$ cat config.mk
export PLATFORM = sky130hd
export DESIGN_NAME = dctc_torque_cutoff
export DESIGN_NICKNAME = d
export VERILOG_FILES = /design/src/verilog/dctc_pkg.sv /design/src/verilog/dctc_chan_if.sv /design/src/verilog/dctc_chan_filter.sv /design/src/verilog/dctc_torque_cutoff.sv
export SDC_FILE = /design/constraint.sdc
export NUM_CORES = 1
export LEC_CHECK = 0
export BUFFER_PORTS_ARGS = -buffer_cell sky130_fd_sc_hd__clkbuf_2
export CAP_MARGIN = 5
export CORE_MARGIN = 3
export CORE_UTILIZATION = 43
export DETAILED_ROUTE_END_ITERATION = 16
export GPL_ROUTABILITY_DRIVEN = 0
export PLACE_DENSITY_LB_ADDON = 0.15
export SYNTH_ARGS = -nofsm -noshare
export SYNTH_HDL_FRONTEND = slang
export SYNTH_SLANG_ARGS = --single-unit
$ cat constraint.sdc
create_clock -name clk_sys -period 3.12 [get_ports clk_sys]
set_clock_uncertainty 0.2 [all_clocks]
set_input_delay 0.312 -clock clk_sys [delete_from_list [all_inputs] [get_ports clk_sys]]
set_output_delay 0.312 -clock clk_sys [all_outputs]
set_load 0.02 [all_outputs]
$ cat src/verilog/dctc_pkg.sv
// constants and types for the dual channel torque cutoff
package dctc_pkg;

  // clock and timing
  localparam int CLK_PERIOD_NS   = 50;
  localparam int FILTER_TIME_MS  = 1;
  localparam int FILTER_CYC      =
    (FILTER_TIME_MS * 1000000 + CLK_PERIOD_NS - 1) / CLK_PERIOD_NS;
  localparam int DISC_TIME_MS    = 200;
  localparam int DISC_CYC        =
    DISC_TIME_MS * 1000000 / CLK_PERIOD_NS;

  // register byte offsets
  localparam logic [3:0] OFS_CTRL   = 4'h0;
  localparam logic [3:0] OFS_CFG    = 4'h4;
  localparam logic [3:0] OFS_STATUS = 4'h8;
  localparam logic [3:0] OFS_EVENT  = 4'hc;

  // control bits (write one to act)
  localparam int CTRL_START = 0;
  localparam int CTRL_STOP  = 1;
  localparam int CTRL_RESET = 2;

  // indication select: 1 = fault, 0 = warning
  localparam int CFG_SEL_STOPPED = 0;
  localparam int CFG_SEL_RUNNING = 1;
  localparam logic [1:0] CFG_RESET_VAL = 2'h3;

  // event register: faults [3:0], warnings [5:4]
  localparam int EV_LOSS1    = 0;
  localparam int EV_LOSS2    = 1;
  localparam int EV_HWFAIL   = 2;
  localparam int EV_CUTFAULT = 3;
  localparam int EV_REJECT   = 4;
  localparam int EV_CUTWARN  = 5;
  localparam int EV_W        = 6;
  localparam logic [3:0] FAULT_MASK = 4'hf;

  // status bits
  localparam int ST_RUNNING = 0;
  localparam int ST_CUTOFF  = 1;
  localparam int ST_CH1     = 2;
  localparam int ST_CH2     = 3;
  localparam int ST_FAULT   = 4;
  localparam int ST_WARN    = 5;

  typedef enum logic {
    DCTC_STOPPED,
    DCTC_RUNNING
  } dctc_run_state_t;

endpackage : dctc_pkg

$ cat src/verilog/dctc_chan_if.sv
// filtered level of one cutoff channel
`timescale 1ns/1ps
interface dctc_chan_if;
  logic level;
  modport src (output level);
  modport dst (input  level);
endinterface : dctc_chan_if

$ cat src/verilog/dctc_chan_filter.sv
// synchroniser and pulse filter for one cutoff input
`timescale 1ns/1ps
module dctc_chan_filter
  import dctc_pkg::*;
#(
  parameter int FILT_CYC = FILTER_CYC
) (
  // clock and reset
  input  wire logic  clk_sys,
  input  wire logic  arst_n,
  // raw pin
  input  wire logic  pin_in,
  // filtered level
  dctc_chan_if.src   chan
);

  localparam int CW = $clog2(FILT_CYC + 1);

  logic          sync1_reg;
  logic          sync2_reg;
  logic          filt_reg;
  logic          filt_next;
  logic [CW-1:0] cnt_reg;
  logic [CW-1:0] cnt_next;

  // only a level held past the window is taken
  always_comb begin
    filt_next = filt_reg;
    cnt_next  = '0;
    if (sync2_reg != filt_reg) begin
      if (cnt_reg == CW'(FILT_CYC)) begin
        filt_next = sync2_reg;
      end else begin
        cnt_next = cnt_reg + 1'b1;
      end
    end
  end

  always_ff @(posedge clk_sys or negedge arst_n) begin
    if (!arst_n) begin
      sync1_reg <= 1'b0;
      sync2_reg <= 1'b0;
      filt_reg  <= 1'b0;
      cnt_reg   <= '0;
    end else begin
      sync1_reg <= pin_in;
      sync2_reg <= sync1_reg;
      filt_reg  <= filt_next;
      cnt_reg   <= cnt_next;
    end
  end

  assign chan.level = filt_reg;

endmodule : dctc_chan_filter

$ cat src/verilog/dctc_torque_cutoff.sv
// dual channel torque cutoff interlock with register slave
//
// Behaviour
// - de-energized cutoff inputs remove control voltage from power switches.
// - a setting selects which indication a channel loss reports.
// - indication depends on running or stopped when the channel dropped.
// - indication setting never affects the torque removal itself.
// - a running drive stops when one or both channels drop.
// - no start until both channels restored and all faults reset.
// - loss of a single channel raises a fault once held past the cross-compare window.
// - reset before restart needed only if the setting asks for a fault or a single channel loss tripped one.
// - no automatic restart; a fresh start command is needed.
// - start while cutoff open is rejected with a warning.
// - first channel open coasts motor and raises first channel fault.
// - second channel open coasts motor and raises second channel fault.
// - no braking on cutoff; restart blocked while contacts open.
// - each input ignores pulses up to 1 ms.
// - channels cross-compared; a mismatch trips a hardware failure fault.
//
// The register addresses and register access over Avalon-MM were left to the implementer.
`timescale 1ns/1ps
module dctc_torque_cutoff
  import dctc_pkg::*;
#(
  parameter int FILT_CYC = FILTER_CYC,
  parameter int DISC_LIM = DISC_CYC
) (
  // clock and reset
  input  wire logic        clk_sys,
  input  wire logic        arst_n,
  // cutoff pins, high when energized
  input  wire logic        first_cutoff_input,
  input  wire logic        second_cutoff_input,
  // avalon-mm slave
  input  wire logic [3:0]  avs_address,
  input  wire logic        avs_read,
  input  wire logic        avs_write,
  input  wire logic [31:0] avs_writedata,
  input  wire logic [3:0]  avs_byteenable,
  output logic      [31:0] avs_readdata,
  output logic             avs_waitrequest,
  // power stage and indications
  output logic             gate_drive_en,
  output logic             motor_running,
  output logic             fault_active,
  output logic             warning_active
);

  localparam int DW = $clog2(DISC_LIM + 1);

  // channel filters
  dctc_chan_if ch1_if ();
  dctc_chan_if ch2_if ();

  dctc_chan_filter #(
    .FILT_CYC (FILT_CYC)
  ) u_filt1 (
    .clk_sys (clk_sys),
    .arst_n  (arst_n),
    .pin_in  (first_cutoff_input),
    .chan    (ch1_if.src)
  );

  dctc_chan_filter #(
    .FILT_CYC (FILT_CYC)
  ) u_filt2 (
    .clk_sys (clk_sys),
    .arst_n  (arst_n),
    .pin_in  (second_cutoff_input),
    .chan    (ch2_if.src)
  );

  logic ch1;
  logic ch2;
  logic cut;

  assign ch1 = ch1_if.level;
  assign ch2 = ch2_if.level;
  assign cut = !(ch1 && ch2);

  // bus slave state
  logic        wait_reg;
  logic        wait_next;
  logic [31:0] rdata_reg;
  logic [31:0] rdata_next;
  logic [1:0]  cfg_reg;
  logic [1:0]  cfg_next;

  // interlock state
  dctc_run_state_t   state_reg;
  dctc_run_state_t   state_next;
  logic              cut_prev_reg;
  logic [DW-1:0]     disc_cnt_reg;
  logic [DW-1:0]     disc_cnt_next;
  logic [EV_W-1:0]   ev_reg;
  logic [EV_W-1:0]   ev_next;
  logic              gate_reg;
  logic              gate_next;
  logic              run_out_reg;
  logic              fault_out_reg;
  logic              fault_out_next;
  logic              warn_out_reg;
  logic              warn_out_next;

  // all reads passed in, so a continuous assign sees every change
  function automatic logic wr_hit(input logic       ok,
                                  input logic [3:0] adr,
                                  input logic [3:0] ofs);
    wr_hit = ok && (adr == ofs);
  endfunction : wr_hit

  logic            wr_ok;
  logic            ctrl_hit;
  logic            start_cmd;
  logic            stop_cmd;
  logic            reset_cmd;
  logic [EV_W-1:0] ev_w1c;

  assign wr_ok     = avs_write && !wait_reg && avs_byteenable[0];
  assign ctrl_hit  = wr_hit(wr_ok, avs_address, OFS_CTRL);
  assign start_cmd = ctrl_hit && avs_writedata[CTRL_START];
  assign stop_cmd  = ctrl_hit && avs_writedata[CTRL_STOP];
  assign reset_cmd = ctrl_hit && avs_writedata[CTRL_RESET];
  assign ev_w1c    = wr_hit(wr_ok, avs_address, OFS_EVENT)
                     ? avs_writedata[EV_W-1:0] : '0;

  // bus handshake: accept, then answer one cycle later
  always_comb begin
    wait_next  = 1'b1;
    rdata_next = rdata_reg;
    cfg_next   = cfg_reg;
    if (wait_reg && (avs_read || avs_write)) begin
      wait_next  = 1'b0;
      rdata_next = '0;
      case (avs_address)
        OFS_CFG: begin
          rdata_next[1:0] = cfg_reg;
        end
        OFS_STATUS: begin
          rdata_next[ST_RUNNING] = (state_reg == DCTC_RUNNING);
          rdata_next[ST_CUTOFF]  = cut;
          rdata_next[ST_CH1]     = ch1;
          rdata_next[ST_CH2]     = ch2;
          rdata_next[ST_FAULT]   = |(ev_reg[3:0] & FAULT_MASK);
          rdata_next[ST_WARN]    = |ev_reg[EV_W-1:4];
        end
        OFS_EVENT: begin
          rdata_next[EV_W-1:0] = ev_reg;
        end
        default: begin
          rdata_next = '0;
        end
      endcase
    end
    if (wr_hit(wr_ok, avs_address, OFS_CFG)) begin
      cfg_next = avs_writedata[1:0];
    end
  end

  always_ff @(posedge clk_sys or negedge arst_n) begin
    if (!arst_n) begin
      wait_reg  <= 1'b1;
      rdata_reg <= '0;
      cfg_reg   <= CFG_RESET_VAL;
    end else begin
      wait_reg  <= wait_next;
      rdata_reg <= rdata_next;
      cfg_reg   <= cfg_next;
    end
  end

  // interlock
  logic            fault_any;
  logic            cut_edge;
  logic            was_running;
  logic            sel_fault;
  logic            disc_trip;
  logic [EV_W-1:0] ev_set;
  logic [EV_W-1:0] ev_clr;

  assign fault_any   = |(ev_reg[3:0] & FAULT_MASK);
  assign cut_edge    = cut && !cut_prev_reg;
  assign was_running = (state_reg == DCTC_RUNNING);
  assign sel_fault   = was_running ? cfg_reg[CFG_SEL_RUNNING]
                                   : cfg_reg[CFG_SEL_STOPPED];
  assign disc_trip   = (ch1 != ch2) && (disc_cnt_reg == DW'(DISC_LIM));

  always_comb begin
    ev_set     = '0;
    ev_clr     = ev_w1c;
    state_next = state_reg;
    // channel cross-compare, skew window tolerated
    disc_cnt_next = '0;
    if (ch1 != ch2) begin
      disc_cnt_next = disc_trip ? disc_cnt_reg : disc_cnt_reg + 1'b1;
    end
    if (disc_trip) begin
      ev_set[EV_HWFAIL] = 1'b1;
      ev_set[EV_LOSS1]  = !ch1;
      ev_set[EV_LOSS2]  = !ch2;
    end
    if (cut_edge) begin
      if (sel_fault) begin
        ev_set[EV_CUTFAULT] = 1'b1;
      end else begin
        ev_set[EV_CUTWARN] = 1'b1;
      end
    end
    if (reset_cmd) begin
      ev_clr[3:0] = FAULT_MASK;
    end
    // start/stop; cutoff wins over everything
    case (state_reg)
      DCTC_STOPPED: begin
        if (start_cmd && !cut && !fault_any) begin
          state_next = DCTC_RUNNING;
        end
      end
      DCTC_RUNNING: begin
        if (stop_cmd) begin
          state_next = DCTC_STOPPED;
        end
      end
      default: begin
        state_next = DCTC_STOPPED;
      end
    endcase
    if (cut || disc_trip) begin
      state_next = DCTC_STOPPED;
    end
    if (start_cmd && (cut || fault_any)) begin
      ev_set[EV_REJECT] = 1'b1;
    end
    // set wins over clear
    ev_next        = (ev_reg & ~ev_clr) | ev_set;
    gate_next      = (state_next == DCTC_RUNNING) && !cut;
    fault_out_next = |(ev_next[3:0] & FAULT_MASK);
    warn_out_next  = |ev_next[EV_W-1:4];
  end

  always_ff @(posedge clk_sys or negedge arst_n) begin
    if (!arst_n) begin
      state_reg     <= DCTC_STOPPED;
      cut_prev_reg  <= 1'b1;
      disc_cnt_reg  <= '0;
      ev_reg        <= '0;
      gate_reg      <= 1'b0;
      run_out_reg   <= 1'b0;
      fault_out_reg <= 1'b0;
      warn_out_reg  <= 1'b0;
    end else begin
      state_reg     <= state_next;
      cut_prev_reg  <= cut;
      disc_cnt_reg  <= disc_cnt_next;
      ev_reg        <= ev_next;
      gate_reg      <= gate_next;
      run_out_reg   <= (state_next == DCTC_RUNNING);
      fault_out_reg <= fault_out_next;
      warn_out_reg  <= warn_out_next;
    end
  end

  assign avs_readdata    = rdata_reg;
  assign avs_waitrequest = wait_reg;
  assign gate_drive_en   = gate_reg;
  assign motor_running   = run_out_reg;
  assign fault_active    = fault_out_reg;
  assign warning_active  = warn_out_reg;

endmodule : dctc_torque_cutoff

==> results of run 1 <==
## layout make-up
type | instances | area [um^2] | area share
inverters | 17 | 63.8 | 0.0145
clock buffers | 13 | 169 | 0.0384
multi-input cells | 302 | 1860 | 0.423
repair buffers | 30 | 168 | 0.0381
flip-flops and latches | 78 | 1960 | 0.445
well taps | 108 | 135 | 0.0307
clock inverters | 3 | 42.5 | 0.00968
## power by group through the flow
stage	clock network (mW)	registers [mW]	logic [mW]
6_report	0.796	1.07	0.163
2_1_floorplan	0	1.10	0.121
3_3_place_gp	0	1.09	0.160
3_5_place_dp	0	1.09	0.162
4_1_cts	0.822	1.07	0.166
5_1_grt	0.863	1.08	0.186
## stage by stage
| stage | instance area, um^2 | power (mW) | worst slack [ns] | cells | utilization |
|---|---|---|---|---|---|
| floorplan | 4120 | 1.22 | 0.923 | 432 | - |
| global placement | 4160 | 1.25 | 0.803 | 532 | 0.467 |
| detailed placement | 4160 | 1.25 | 0.790 | 532 | 0.467 |
| CTS | 4400 | 2.06 | 0.763 | 551 | 0.495 |
| global route | 4400 | 2.13 | 0.628 | 551 | 0.495 |
| finish | 4400 | 2.03 | 0.775 | 551 | 0.495 |
## cell families after synthesis
| logic type | count (synthesis) | share of synthesized area |
|---|---|---|
| and+or+nand+nor | 167 | 0.236 |
| other | 1 | 0.000931 |
| buffers and inverters | 52 | 0.0749 |
| DFF | 78 | 0.486 |
| AOI/OAI and AO/OA | 61 | 0.0864 |
| muxes | 9 | 0.0245 |
| adders and majority gates | 7 | 0.0218 |
| xor gates and xnor gates | 32 | 0.0696 |
## per-layer routing
| metal | vias to the layer above | track usage |
|---|---|---|
| met1 | 1378 | 0.208 |
| met3 | 7 | 0.0338 |
| met4 | 0 | 0.0568 |
| met5 | - | 0 |
| li1 | 1456 | - |
| met2 | 49 | 0.232 |
## timing repair
item                      CTS  global route
resized for setup           0             0
hold buffers                3             0
hold endpoints to repair   76             0
## worst paths after layout
kind,from,endpoint,slack [ns],cells after the start
worst max register to register,u_filt2.cnt_reg[0],u_filt2.cnt_reg[13],0.77,6
max in group asynchronous,arst_n,disc_cnt_reg[9],1.62,2
worst min-delay path,avs_writedata[1],cfg_reg[1],0.04,2
worst max-delay path,u_filt2.cnt_reg[0],u_filt2.cnt_reg[13],0.77,6
min in group asynchronous,arst_n,u_filt1.cnt_reg[7],0.47,2
worst min register to register,u_filt2.sync1_reg,u_filt2.sync2_reg,0.16,0
## cell usage in the layout (no fill, tap or decap), types with 16 or more instances in the layout
cell type / instances
nand2_1: 22
nand3_1: 21
nand4_1: 16
clkbuf_2: 26
a21oi_1: 23
nor2_1: 38
dfrtp_1: 74
xor2_1: 20
conb_1: 26
inv_1: 17
o21ai_0: 22
## worst max-delay path, delay by kind of cell, from the launching register on
kind	cells	cell delay, ns
adders and majority gates	1	0.14
AOI/OAI and AO/OA	1	0.09
DFF	1	0.43
buffers and inverters	1	0.08
and+or+nand+nor	3	1.27
==> metrics, run 1 <==
status finished, final reports clean; initial DRC count 103; post-route DRC violation count 0; Switching Share 0.246; H-tree lvl count 3; Worst-Margin Slew ~0.97 ns; Min-Delay Path Class in -> reg; Max-Cap Viols 0; kind of critical path reg -> reg; Netlist cell types 52; core area ~0.009 mm^2; Psw 499 uW; Slowest cell on crit path or4_4; # clock sinks 78; die height just over 100 um; crit-path max cell delay ~0.55 ns; Met1 Routed Length 3770 um; Synth top cells by count dfrtp_1 (74), nor2_1 (38), buf_4 (26); Vias between 2k and 3k; # diodes 0; asr flop ratio synth 1.00; final WL between 7000 and 8000 um; hold_ws 0.0396 ns; largest net degree at the start of global routing 79; crit start category register; Setup Viol. Count Final 0; Cell Area, Synth 0.00403 mm^2; crit-path cells inv_1, ha_1, or4bb_1, or4_4, nand2_2, a21oi_1; Congestion Overflow GR 0; Met3 Wirelength 284 um; Top Metal Used met4; initial antenna violation count 0; RSZ-0062 raised after global routing no; WL met2 3320 um; vias in the first global route 2738; Synth area leader dfrtp_1; Ports 83; EDFF count, synth 0; Post-CTS Setup Repair Bufs 0; peak fanout along the critical path 14; initial core utilization 0.453; yosys warns 0; final slew viol count 0; clock network fraction of total power 0.392; Nets around 500; clock-pin slew on the worst setup and hold paths 0.08 ns; setup_tns 0 ns; relative slew slack 0.353; Std-Cell Rows 34; Sequential Power Share 0.528; worst path arrival time 2.37 ns; post-detail-place hpwl 5150 um; Final Hold Vio Count 0; post-synthesis sequential area ratio 0.486; internal power around 1.5 mW; Die Area 0.0106 mm^2; area grow syn2layout 9.20%; top cell type's share of synthesized area 0.460; Clock Latency Late Sink 0.35 ns; Leak about 1.9 nW; Via density ~5.2; CTS Buf Count 9; syn avg cell area 9.89 um^2; Syn Inst Count 407; Synth Register Bits 78; fin crit share 0.752; ratio of cells with drive above 1 in the final layout 0.133; Global Route Usage Sum 0.150; PwrDens 462 mW/mm^2; global-route wire length before repair approximately 13000 um; minimum clock period roughly 2.3 ns; TritonCTS clock tree built; max reg flops 22; Buffers on Ports 27; dominant synthesized flop cell dfrtp_1; Max IR drop VDD 0.170 mV; Max Freq 426 MHz; Die X-Extent 103 um; Filler Cells Inserted 833; most frequent cell after synthesis dfrtp_1; Crit. End Element register; CP required 3.14 ns; Comb power frac 0.080; CTS root buf clkbuf_8; drt wl/cell 13.5 um; synth top area cells dfrtp_1 (46%), buf_4 (4.8%), xor2_1 (4.4%); TritonRoute pass-1 iters 4; clk buf depth 2; DRT antenna net count 0
Power figures use the tool's default switching activity.
==> run 2, diff against run 1 <==
Clock period 3.12 ns to 2.1 ns, I/O delays scaled along.
==> run 2 against run 1 <==
Against the previous run:
- combinational power rose by 69%
- highest routed layer unchanged
- routed wire length grew 4.9%
- global-route usage up 0.56 points
- the run now ends with negative setup slack left
==> metrics, run 2 (synthesis results as in run 1) <==
max reg flops 22; RSZ-0062 raised after global routing yes; initial core utilization 0.453; Crit. End Element register; Top delay family on crit path simple AND/OR/NAND/NOR gates; R2R setup slack -0.07 ns; Top Metal Used met4; FF-to-FF path depth 5; # clock sinks 78; Setup Viol. Count Final 16; Final Hold Vio Count 0; crit-path cells inv_2, ha_4, or4bb_1, or4_4, mux2_4; Congestion Overflow GR 0; Hold Path End avs_readdata[0]; Post-CTS Setup Repair Bufs 0; WL met2 3640 um; fin util 0.538; FF-to-FF Start u_filt2.cnt_reg[1]; CP required approximately 2.1 ns; Nets 532; Global Route Usage Sum 0.156; Met3 Wirelength 296 um; Die Area between 0.01 and 0.015 mm^2; post-detail-place hpwl 5770 um; Leak 2.10 nW; ratio of cells with drive above 1 in the final layout 0.219; Buffers & Inverters on Critical Path 1; Die X-Extent between 100 and 150 um; CP Launch Point u_filt2.cnt_reg[1]; Vias 3053; Buffers on Ports 27; Final Worst Setup Slack -0.0698 ns; pre-CTS setup slack -0.0736 ns; Std-Cell Rows 34; Max-Cap Viols 0; PwrDens 635 mW/mm^2; initial antenna violation count 0; setup_tns -0.260 ns; Ports 83; reg2reg end u_filt2.chan.level; commonest non-fill, non-tap cell in the layout dfrtp_1; fin crit share 1.03; crit-path max cell delay 0.56 ns; Min-Delay Path Class in -> reg; status finished with violations; CTS root buf clkbuf_8; worst path arrival time 2.21 ns; clock-pin slew on the worst setup and hold paths 0.09 ns; die height 103 um; area grow syn2layout 18.7%; failing checks negative setup slack; Slowest cell on crit path or4_4; crit start category register; post-route DRC violation count 0; WHS Path Cells 3; H-tree lvl count 3; drt wl/cell between 10 and 15 um; kind of critical path reg -> reg; most frequent cells in the layout dfrtp_1 (74), nor2_1 (38), buf_4 (36); Max Freq between 400 and 500 MHz; initial DRC count 100; TritonRoute pass-1 iters 4; peak fanout along the critical path 3; largest net degree at the start of global routing 41; CTS Buf Count 9; final slew viol count 0; final WL 7830 um; Clock Latency Late Sink 0.35 ns; Met1 Routed Length 3780 um; DRT antenna net count 0; vias in the first global route 2963; Max IR drop VDD about 0.34 mV; global-route wire length before repair roughly 13000 um; core area around 0.009 mm^2; clk buf depth 2; TritonCTS clock tree built; # diodes 0; minimum clock period 2.17 ns; Via density 5.16; Hold Startpoint avs_address[0]; Power, Total around 3.0 mW
==> run 2: cell types whose count changed in the layout (fill, tap and decap cells not counted), moves of 2 or more <==
cell,before,now
inv_2,0,4
buf_4,1,36
dlygate4sd3_1,3,8
ha_1,7,5
o21ai_0,22,20
ha_4,0,2
o21ai_2,0,2
inv_1,17,13
==> run 2: metrics by stage <==
stage	hold slack (ns)	std cells	cell area, um^2
floorplan	-0.286	432	4120
global placement	-0.107	568	4440
detailed placement	-0.108	568	4440
CTS	0.0161	592	4750
global route	0.0355	592	4780
finish	0.0373	592	4780
==> run 2: what timing repair did <==
item	CTS	global route
pin swaps	7	4
gates resized for setup	8	8
setup endpoints to repair	20	25
hold buffers	8	0
hold endpoints to repair	82	0
==> run 2: final cells by class <==
class                           count  area [um^2]
Clock buffer                       11          151
Clock inverter                      5         56.3
Fill cell                         829         4110
Inverter                           17         63.8
Multi-Input combinational cell    302         1920
Sequential cell                    78         1960
Tap cell                          108          135
Timing Repair Buffer               71          500
==> run 2: metal layers <==
metal  GRT usage  up-vias
met5           0        -
met4      0.0508        0
met3      0.0345        9
met2       0.258       54
met1       0.204     1454
li1            -     1536
==> run 2: worst max-delay path by stage <==
stage	end	cells past startpoint	slack, ns
after floorplan	u_filt2.chan.level	5	0.003
after global placement	u_filt2.cnt_reg[12]	4	-0.07
after detailed placement	disc_cnt_reg[1]	6	-0.07
after CTS	disc_cnt_reg[1]	6	-0.05
after global routing	u_filt2.chan.level	5	-0.11
final	u_filt2.chan.level	5	-0.07
==> run 2: tightest hold or removal path: stages <==
cell	delay (ns)
clkbuf_2	0.10
nor3_1	0.06
a22o_1	0.18
==> run 2: power breakdown <==
part           switching (mW)  leakage [nW]  internal, mW  total, mW
sequential             0.0357          1.04          1.56       1.59
clock                   0.552         0.106         0.614       1.17
combinational           0.176         0.964         0.100      0.276
total                   0.764          2.10          2.27       3.03
